<file path="src/hdl/p3_link_regs.svh">
// constants for the third-port link block: timing, strap codes, byte framing
// assumes inclusion by p3_link.sv only; holds definitions and nothing else
`ifndef P3_LINK_REGS_SVH
`define P3_LINK_REGS_SVH

// system clock period in ns
`define P3_CLK_NS        40
// nibble link clock periods in ns at 100 and 10 Mb/s
`define P3_NIB100_NS     40
`define P3_NIB10_NS      400
// serial link clock period in ns
`define P3_SERIAL_NS     100

// mode strap codes, sampled once after reset
`define P3_STRAP_FWD     2'h0
`define P3_STRAP_REV     2'h1
// cycles of synchronised strap before capture
`define P3_STRAP_WAIT    2'h3

// last unit index within one byte
`define P3_NIB_LAST      3'h1
`define P3_BIT_LAST      3'h7
// shift step per unit
`define P3_NIB_STEP      4
`define P3_BIT_STEP      1

`endif

</file>
<file path="src/hdl/p3_link_pkg.sv">
// types shared by the third-port link block
// assumes nothing beyond a SystemVerilog compiler
package p3_link_pkg;

  // link personality fixed at reset
  typedef enum logic [1:0] {MODE_FWD, MODE_REV, MODE_SERIAL} link_mode_t;

endpackage

</file>
<file path="src/hdl/p3_fifo.sv">
// small valid/ready buffer with honest full and empty
// assumes one clock; drain side may stall for any time
`timescale 1ns/1ps
module p3_fifo #(
  parameter int WIDTH = 9,
  parameter int DEPTH = 2
) (
  input  wire logic             i_clk,
  input  wire logic             i_arst_n,
  input  wire logic             i_valid,
  input  wire logic [WIDTH-1:0] i_data,
  output logic                  o_ready,
  output logic                  o_valid,
  output logic      [WIDTH-1:0] o_data,
  input  wire logic             i_ready
);
  localparam int AW = (DEPTH > 1) ? $clog2(DEPTH) : 1;
  localparam int CW = $clog2(DEPTH + 1);

  logic [WIDTH-1:0] mem_q [DEPTH];
  logic [AW-1:0]    wr_q;
  logic [AW-1:0]    rd_q;
  logic [CW-1:0]    cnt_q;
  logic             push;
  logic             pop;

  // full and empty come straight from the count
  assign o_ready = (cnt_q != CW'(DEPTH));
  assign o_valid = (cnt_q != '0);
  assign o_data  = mem_q[rd_q];
  assign push    = i_valid & o_ready;
  assign pop     = o_valid & i_ready;

  function automatic logic [AW-1:0] bump(input logic [AW-1:0] p);
    bump = (p == AW'(DEPTH - 1)) ? '0 : AW'(p + 1'b1);
  endfunction

  // storage, no reset needed on the data
  always_ff @(posedge i_clk)
  begin
    if (push)
    begin
      mem_q[wr_q] <= i_data;
    end
  end

  // pointers and occupancy
  always_ff @(posedge i_clk or negedge i_arst_n)
  begin
    if (!i_arst_n)
    begin
      wr_q  <= '0;
      rd_q  <= '0;
      cnt_q <= '0;
    end
    else
    begin
      if (push)
      begin
        wr_q <= bump(wr_q);
      end
      if (pop)
      begin
        rd_q <= bump(rd_q);
      end
      if (push && !pop)
      begin
        cnt_q <= CW'(cnt_q + 1'b1);
      end
      else if (pop && !push)
      begin
        cnt_q <= CW'(cnt_q - 1'b1);
      end
    end
  end
endmodule

</file>
<file path="src/hdl/p3_link.sv">
// third-port external link: nibble interface (forward/reverse) or serial link
// assumes a 25 MHz system clock; link clocks and pins are asynchronous to it
//
// Behaviour
// - forward acts as MAC, reverse as PHY
// - nibble link moves four bits per clock
// - enable and valid qualify every nibble
// - no error outputs; error input ignored
// - reverse pins connect by name to MAC
// - forward pins cross over to the PHY
// - serial mode: PHY role, one bit per clock
// - serial pins: data bit 0, carrier on valid
// - serial link clock period 80 ns
// - nibble clock 80 or 400 ns period
// - half duplex collision shown while sending and receiving at once
`timescale 1ns/1ps
`include "p3_link_regs.svh"
module p3_link #(
  parameter int BUF_DEPTH = 2
) (
  input  wire logic       i_clk,
  input  wire logic       i_arst_n,
  input  wire logic [1:0] i_mode_strap,
  input  wire logic       i_speed_100,
  input  wire logic       i_half_duplex,
  input  wire logic       i_port3_tx_enable,
  input  wire logic [3:0] i_port3_tx_nibble,
  input  wire logic       i_port3_tx_error,
  input  wire logic       i_port3_tx_clock,
  output logic            o_port3_tx_clock,
  output logic            o_port3_tx_clock_oe,
  input  wire logic       i_port3_rx_clock,
  output logic            o_port3_rx_clock,
  output logic            o_port3_rx_clock_oe,
  output logic            o_port3_rx_valid,
  output logic [3:0]      o_port3_rx_nibble,
  output logic            o_port3_collision,
  output logic            o_port3_collision_oe,
  input  wire logic       i_port3_collision_in,
  input  wire logic       i_port3_carrier_sense,
  output logic            o_port3_carrier_sense,
  output logic            o_port3_carrier_sense_oe,
  input  wire logic       i_eg_valid,
  input  wire logic [7:0] i_eg_data,
  input  wire logic       i_eg_last,
  output logic            o_eg_ready,
  output logic            o_eg_underrun,
  output logic            o_in_valid,
  output logic [7:0]      o_in_data,
  output logic            o_in_last,
  input  wire logic       i_in_ready,
  output logic            o_in_overrun,
  output logic            o_in_fragment,
  output logic            o_collision,
  output logic            o_carrier_sense,
  output p3_link_pkg::link_mode_t o_mode,
  output logic            o_mode_valid
);
  import p3_link_pkg::*;

  // half period of a generated link clock, in system cycles, never below one
  function automatic logic [7:0] half_cycles(input int period_ns);
    int h;
    h = period_ns / (2 * `P3_CLK_NS);
    if (h < 1)
    begin
      h = 1;
    end
    half_cycles = h[7:0];
  endfunction

  localparam logic [7:0] HALF_NIB100 = half_cycles(`P3_NIB100_NS);
  localparam logic [7:0] HALF_NIB10  = half_cycles(`P3_NIB10_NS);
  localparam logic [7:0] HALF_SERIAL = half_cycles(`P3_SERIAL_NS);

  // every pin input and strap goes through two flops before use
  logic [11:0] meta_q;
  logic [11:0] sync_q;
  always_ff @(posedge i_clk or negedge i_arst_n)
  begin
    if (!i_arst_n)
    begin
      meta_q <= 12'h000;
      sync_q <= 12'h000;
    end
    else
    begin
      meta_q <= {i_mode_strap, i_speed_100, i_port3_tx_clock, i_port3_rx_clock,
                 i_port3_tx_enable, i_port3_tx_nibble, i_port3_collision_in,
                 i_port3_carrier_sense};
      sync_q <= meta_q;
    end
  end

  logic [1:0] strap_s;
  logic       speed_s;
  logic       txc_s;
  logic       rxc_s;
  logic       rxen_s;
  logic [3:0] rxd_s;
  logic       col_s;
  logic       crs_s;
  assign {strap_s, speed_s, txc_s, rxc_s, rxen_s, rxd_s, col_s, crs_s} = sync_q;

  // strap capture once
  // the strap is caught a few cycles after release, then frozen
  link_mode_t mode_q;
  logic       speed_q;
  logic       cfg_ok_q;
  logic [1:0] wait_q;
  always_ff @(posedge i_clk or negedge i_arst_n)
  begin
    if (!i_arst_n)
    begin
      mode_q   <= MODE_FWD;
      speed_q  <= 1'b0;
      cfg_ok_q <= 1'b0;
      wait_q   <= 2'h0;
    end
    else if (!cfg_ok_q)
    begin
      wait_q <= 2'(wait_q + 1'b1);
      if (wait_q == `P3_STRAP_WAIT)
      begin
        cfg_ok_q <= 1'b1;
        speed_q  <= speed_s;
        case (strap_s)
          `P3_STRAP_FWD: mode_q <= MODE_FWD;
          `P3_STRAP_REV: mode_q <= MODE_REV;
          default:       mode_q <= MODE_SERIAL;
        endcase
      end
    end
  end

  logic serial;
  logic gen_mode;
  assign serial   = (mode_q == MODE_SERIAL);
  assign gen_mode = cfg_ok_q & (mode_q != MODE_FWD);
  assign o_mode       = mode_q;
  assign o_mode_valid = cfg_ok_q;

  // generated link clock
  // 100 Mb/s nibble and serial clocks are limited by the 25 MHz divider
  logic [7:0] half;
  logic [7:0] div_q;
  logic       gen_clk_q;
  logic       div_done;
  assign half     = serial ? HALF_SERIAL : (speed_q ? HALF_NIB100 : HALF_NIB10);
  assign div_done = gen_mode & (div_q == 8'(half - 8'h01));
  always_ff @(posedge i_clk or negedge i_arst_n)
  begin
    if (!i_arst_n)
    begin
      div_q     <= 8'h00;
      gen_clk_q <= 1'b0;
    end
    else if (div_done)
    begin
      div_q     <= 8'h00;
      gen_clk_q <= ~gen_clk_q;
    end
    else if (gen_mode)
    begin
      div_q <= 8'(div_q + 8'h01);
    end
  end

  // clock source by role
  // as MAC the PHY's clocks are sampled; as PHY the divider supplies both
  logic txc_p_q;
  logic rxc_p_q;
  logic out_tick;
  logic in_tick;
  always_ff @(posedge i_clk or negedge i_arst_n)
  begin
    if (!i_arst_n)
    begin
      txc_p_q <= 1'b0;
      rxc_p_q <= 1'b0;
    end
    else
    begin
      txc_p_q <= txc_s;
      rxc_p_q <= rxc_s;
    end
  end
  assign out_tick = cfg_ok_q & (gen_mode ? (div_done & gen_clk_q) : (txc_s & ~txc_p_q));
  assign in_tick  = cfg_ok_q & (gen_mode ? (div_done & ~gen_clk_q) : (rxc_s & ~rxc_p_q));

  logic [2:0] unit_last;
  assign unit_last = serial ? `P3_BIT_LAST : `P3_NIB_LAST;

  // egress holding byte, refilled by the core
  logic [7:0] hold_q;
  logic       hold_v_q;
  logic       hold_last_q;
  logic [7:0] sh_q;
  logic [2:0] out_cnt_q;
  logic       act_q;
  logic       last_q;
  logic       take;
  assign o_eg_ready = ~hold_v_q;
  assign take = out_tick & hold_v_q & (~act_q | ((out_cnt_q == unit_last) & ~last_q));
  always_ff @(posedge i_clk or negedge i_arst_n)
  begin
    if (!i_arst_n)
    begin
      hold_q      <= 8'h00;
      hold_v_q    <= 1'b0;
      hold_last_q <= 1'b0;
    end
    else if (i_eg_valid && !hold_v_q)
    begin
      hold_q      <= i_eg_data;
      hold_v_q    <= 1'b1;
      hold_last_q <= i_eg_last;
    end
    else if (take)
    begin
      hold_v_q <= 1'b0;
    end
  end

  always_ff @(posedge i_clk or negedge i_arst_n)
  begin
    if (!i_arst_n)
    begin
      sh_q          <= 8'h00;
      out_cnt_q     <= 3'h0;
      act_q         <= 1'b0;
      last_q        <= 1'b0;
      o_eg_underrun <= 1'b0;
    end
    else
    begin
      o_eg_underrun <= 1'b0;
      if (take)
      begin
        sh_q      <= hold_q;
        out_cnt_q <= 3'h0;
        act_q     <= 1'b1;
        last_q    <= hold_last_q;
      end
      else if (out_tick && act_q && out_cnt_q != unit_last)
      begin
        sh_q      <= serial ? (sh_q >> `P3_BIT_STEP) : (sh_q >> `P3_NIB_STEP);
        out_cnt_q <= 3'(out_cnt_q + 1'b1);
      end
      else if (out_tick && act_q)
      begin
        // a starved core ends the frame early rather than stretching it
        act_q         <= 1'b0;
        o_eg_underrun <= ~last_q;
      end
    end
  end

  // ingress assembly; one byte held back so the frame end can mark it last
  logic [7:0] asm_q;
  logic [7:0] asm_next;
  logic [7:0] pend_q;
  logic       pend_v_q;
  logic [2:0] in_cnt_q;
  logic       rx_act_q;
  logic       byte_full;
  logic       frame_end;
  logic       push;
  logic       buf_ready;
  assign asm_next  = serial ? {rxd_s[0], asm_q[7:1]} : {rxd_s, asm_q[7:4]};
  assign byte_full = in_tick & rxen_s & (in_cnt_q == unit_last);
  assign frame_end = in_tick & ~rxen_s & rx_act_q;
  assign push      = pend_v_q & (byte_full | frame_end);

  always_ff @(posedge i_clk or negedge i_arst_n)
  begin
    if (!i_arst_n)
    begin
      asm_q         <= 8'h00;
      pend_q        <= 8'h00;
      pend_v_q      <= 1'b0;
      in_cnt_q      <= 3'h0;
      rx_act_q      <= 1'b0;
      o_in_fragment <= 1'b0;
      o_in_overrun  <= 1'b0;
    end
    else
    begin
      o_in_fragment <= frame_end & (in_cnt_q != 3'h0);
      o_in_overrun  <= push & ~buf_ready;
      if (in_tick)
      begin
        rx_act_q <= rxen_s;
      end
      if (in_tick && rxen_s)
      begin
        asm_q    <= asm_next;
        in_cnt_q <= byte_full ? 3'h0 : 3'(in_cnt_q + 1'b1);
      end
      else if (frame_end)
      begin
        in_cnt_q <= 3'h0;
      end
      if (byte_full)
      begin
        pend_q   <= asm_next;
        pend_v_q <= 1'b1;
      end
      else if (frame_end)
      begin
        pend_v_q <= 1'b0;
      end
    end
  end

  // the link cannot pause, so the buffer absorbs a stalled core
  p3_fifo #(
    .WIDTH (9),
    .DEPTH (BUF_DEPTH)
  ) u_in_buf (
    .i_clk    (i_clk),
    .i_arst_n (i_arst_n),
    .i_valid  (push),
    .i_data   ({frame_end, pend_q}),
    .o_ready  (buf_ready),
    .o_valid  (o_in_valid),
    .o_data   ({o_in_last, o_in_data}),
    .i_ready  (i_in_ready)
  );

  // error input ignored
  // the tx error pin is deliberately left out of every path
  logic unused_err;
  assign unused_err = i_port3_tx_error;

  // pin drive and collision
  // outputs are registered so pins never glitch on mode logic
  logic col_d;
  logic crs_d;
  assign col_d = gen_mode ? (i_half_duplex & act_q & rx_act_q) : col_s;
  assign crs_d = gen_mode ? (act_q | rx_act_q) : crs_s;
  always_ff @(posedge i_clk or negedge i_arst_n)
  begin
    if (!i_arst_n)
    begin
      o_port3_rx_valid         <= 1'b0;
      o_port3_rx_nibble        <= 4'h0;
      o_port3_tx_clock         <= 1'b0;
      o_port3_rx_clock         <= 1'b0;
      o_port3_tx_clock_oe      <= 1'b0;
      o_port3_rx_clock_oe      <= 1'b0;
      o_port3_collision        <= 1'b0;
      o_port3_collision_oe     <= 1'b0;
      o_port3_carrier_sense    <= 1'b0;
      o_port3_carrier_sense_oe <= 1'b0;
      o_collision              <= 1'b0;
      o_carrier_sense          <= 1'b0;
    end
    else
    begin
      // serial mode shows carrier on the valid pin
      o_port3_rx_valid         <= serial ? crs_d : act_q;
      o_port3_rx_nibble        <= serial ? {3'h0, sh_q[0]} : sh_q[3:0];
      o_port3_tx_clock         <= gen_clk_q;
      o_port3_rx_clock         <= gen_clk_q;
      o_port3_tx_clock_oe      <= gen_mode;
      o_port3_rx_clock_oe      <= gen_mode;
      o_port3_collision        <= gen_mode & col_d;
      o_port3_collision_oe     <= gen_mode;
      o_port3_carrier_sense    <= gen_mode & crs_d;
      o_port3_carrier_sense_oe <= cfg_ok_q & (mode_q == MODE_REV);
      o_collision              <= col_d;
      o_carrier_sense          <= crs_d;
    end
  end
endmodule

</file>
<file path="config.mk">
export PLATFORM = sky130hd
export DESIGN_NAME = p3_link
export DESIGN_NICKNAME = d
export VERILOG_FILES = /design/src/hdl/p3_link_pkg.sv /design/src/hdl/p3_fifo.sv /design/src/hdl/p3_link.sv
export VERILOG_INCLUDE_DIRS = /design/src /design/src/hdl
export SDC_FILE = /design/constraint.sdc
export NUM_CORES = 1
export LEC_CHECK = 0
export BUFFER_PORTS_ARGS = -buffer_cell sky130_fd_sc_hd__buf_2
export CORE_ASPECT_RATIO = 1.5
export CORE_UTILIZATION = 55
export DETAILED_ROUTE_END_ITERATION = 10
export HOLD_SLACK_MARGIN = 0.05
export PLACE_DENSITY = 0.76
export SYNTH_ARGS = -nofsm -noshare
export SYNTH_HDL_FRONTEND = slang
export SYNTH_HIERARCHICAL = 1
export SYNTH_SLANG_ARGS = --single-unit
</file>
<file path="constraint.sdc">
create_clock -name i_clk -period 3.7 [get_ports i_clk]
set_input_delay 0.74 -clock i_clk [delete_from_list [all_inputs] [get_ports i_clk]]
set_output_delay 0.74 -clock i_clk [all_outputs]
set_load 0.05 [all_outputs]
</file>
==> flow_summary.yaml <==
outcome:
  status: "finished, final reports clean"
setup_path:
  worstPathMaxFanout: 9
  crit_slowest_cell: "nor2_1"
  cpPeakStageDelay_ns: 0.54
  crit_arrival_ns: 3.04
  timing.critical_path.from_type: "flop"
  end_kind: "flop"
  path_cells: "inv_1, ha_1, or4b_4, nor4_4, o21a_2, a21o_1, and3_1, nand2_1, nor2_1"
  critical_path_class: "flop to flop"
  required_ns: 3.73
yosys:
  synth_cells: 376
  ys_top_cells_by_area: "dfrtp_1 53%, edfxtp_1 11%, mux2_2 7.0%"
  synth_top_cell_by_area: "dfrtp_1"
  synth_ff_type: "dfrtp_1"
  synth_most_common_cell: "dfrtp_1"
  ys_seq_elements: 121
  syn_avg_cell_area_sq_um: 12.86
  async_flop_share_pct: 85.12
  synth.net_count: 410
  yosys_warnings: 6
  synth.top_cell.area_share_pct: 53.29
  ys_seq_area_share_pct: 64.46
  synth_edf_count: 18
  synthTopCellsByCount: "103 x dfrtp_1, 45 x nand2_1, 30 x mux2_2, 26 x inv_1, 20 x o21ai_0"
  syn_area_sq_mm: 0.004837
  yosysUniqueCellTypes: 54
route:
  ant_nets: 0
  wirelength_mm: 8.119
  viasPerCell: 5.383
  wl_per_cell_microns: 14.47
  drt_iter0_drc: 100
  dr.pass1.iters: 4
  drcViolationCount: 0
  vias: 3020
placement:
  gp_congestion: 0.8123
  dp.cells: 529
  pre_cts_slack_ns: 0.6994
  place_hpwl_mm: 5.520
  port_buffers: 57
floorplan:
  start_util_pct: 57.15
  die_y_microns: 116.9
  num_rows: 41
  pin_count: 59
  core_area_sq_mm: 0.008464
  die_width_microns: 78.57
  die_area_sq_mm: 0.009181
timing:
  worst_slew_pin_slew_ns: 0.8905
  timing.setup.tns_ns: 0
  finalWorstPathRequiredPeriod_ns: 3.014
  drv_slew: 0
  finalHoldViolations: 0
  period_share_pct: 81.46
  rsz0062_at_grt: "false"
  setup_viol: 0
  slew_headroom_pct: 40.51
  clock_skew_ns: 0.006662
  max_freq_mhz: 331.8
  setup_slack_ns: 0.6858
global_routing:
  grt_pass1_wl_mm: 13.70
  grt-ovfl-total: 0
  antenna_found_initial: 0
  grt_max_degree: 61
  grt_pass1_vias: 3025
  grt_usage_pct: 20.08
finish:
  area_delta_synth_final_pct: 20.49
  num-fill-cells: 597
  final_cells: 561
  seqCellArea_sq_mm: 0.003118
  final_util_pct: 68.85
  drive_gt1_share_pct: 29.30
  multi_input_area_sq_mm: 0.001545
  diodes: 0
  nets: 475
clock_network:
  post_cts_buffers: 0
  clk_latency_ns: 0.40
  cts_hold_buffers: 0
  cts_root_buf: "clkbuf_16"
  cts_resized: 0
  clkTransAtPathRegs_ns: 0.05
  cts_sinks: 121
  cts_inserted_buffers: 17
  cts_max_level: 4
  cts_tree: "built"
  clockBufferDepth: 2
min_path:
  min_path_type: "flop to flop"
power:
  p_total_mw: 4.771
  p_leak_nw: 2.734
  p_per_area_mw_per_mm2: 818.7
  ir_drop_v: 0.0004770
flow_run:
  drv_cap: 0
[critical path, delay by kind of cell, from the launching register on]
family	cells	cell delay (ns)
buffers and inverters	1	0.09
and+or+nand+nor	5	1.52
DFF	1	0.43
AOI/OAI and AO/OA	2	0.46
adders and majority gates	1	0.13
[worst paths after layout]
kind / start / to / slack, ns / depth (start not counted)
setup / recovery: div_q[0] / u_in_buf/mem_q[0][6] / 0.69 / 9
hold reg to reg: meta_q[11] / sync_q[11] / 0.34 / 0
hold / removal: meta_q[11] / sync_q[11] / 0.34 / 0
setup reg to reg: div_q[0] / u_in_buf/mem_q[0][6] / 0.69 / 9
min in group asynchronous: i_arst_n / meta_q[1] / 0.39 / 1
max in group asynchronous: i_arst_n / o_port3_rx_clock / 2.54 / 2
[area by class of cell]
cell class | instances | share of cell area [%]
Sequential cell | 121 | 53.50
Multi-Input combinational cell | 214 | 26.51
Clock buffer | 24 | 8.094
Timing Repair Buffer | 61 | 5.453
Clock inverter | 8 | 2.469
Tap cell | 107 | 2.297
Inverter | 26 | 1.675
[registers in the layout, indices dropped and copies added (netlist names), 2 cells and up]
signal and flops:
asm_q 7, div_q 8, hold_q 8, in_cnt_q 3, meta_q 12, o_mode 2
o_port3_rx_nibble 4, out_cnt_q 3, pend_q 8, sh_q 8, sync_q 12, u_in_buf/cnt_q 2
u_in_buf/mem_q 18, wait_q 2
[report_power, final]
part | switching [mW] | total [mW] | internal [mW]
registers | 0.255 | 1.94 | 1.69
clock network | 0.513 | 1.67 | 1.16
logic | 0.701 | 1.16 | 0.455
[kinds of logic (layout without fill, tap and decap cells)]
kind of cell,count (synthesis),after routing,synth area share (%)
buffers and inverters,41,119,3.595
adder cells (fa/ha/maj),7,7,1.811
AO/OA/AOI/OAI,62,62,9.390
AND/OR/NAND/NOR,99,99,10.76
flip-flops,121,121,64.46
multiplexers,33,33,7.631
XOR/XNOR,13,13,2.354
[stage by stage]
step | hold slack (ns) | instance area (sq um)
2_1_floorplan | 0.3312 | 4837
5_1_grt | 0.3535 | 5828
3_5_place_dp | 0.3347 | 5213
6_report | 0.3442 | 5828
3_3_place_gp | 0.3327 | 5213
4_1_cts | 0.3458 | 5828
[cell usage in the layout (no fill, tap or decap), types with 9 or more instances in the layout]
cell and count:
dfrtp_1 103, buf_2 56, nand2_1 45, mux2_2 30
inv_1 26, o21ai_0 20, edfxtp_1 18, clkbuf_16 17
nor2_1 15, xnor2_1 9
[routing by layer]
layer / up-vias / global-route usage, % / routed length [microns] / part of all wire, %
met5: - / 0 / 0 / 0
met4: 0 / 10.49 / 218 / 2.7
met3: 19 / 7.054 / 288 / 3.5
met2: 63 / 34.49 / 4350 / 54
met1: 1491 / 21.85 / 3261 / 40
li1: 1447 / - / - / -
Note: power is estimated with default switching activity, not from simulation.
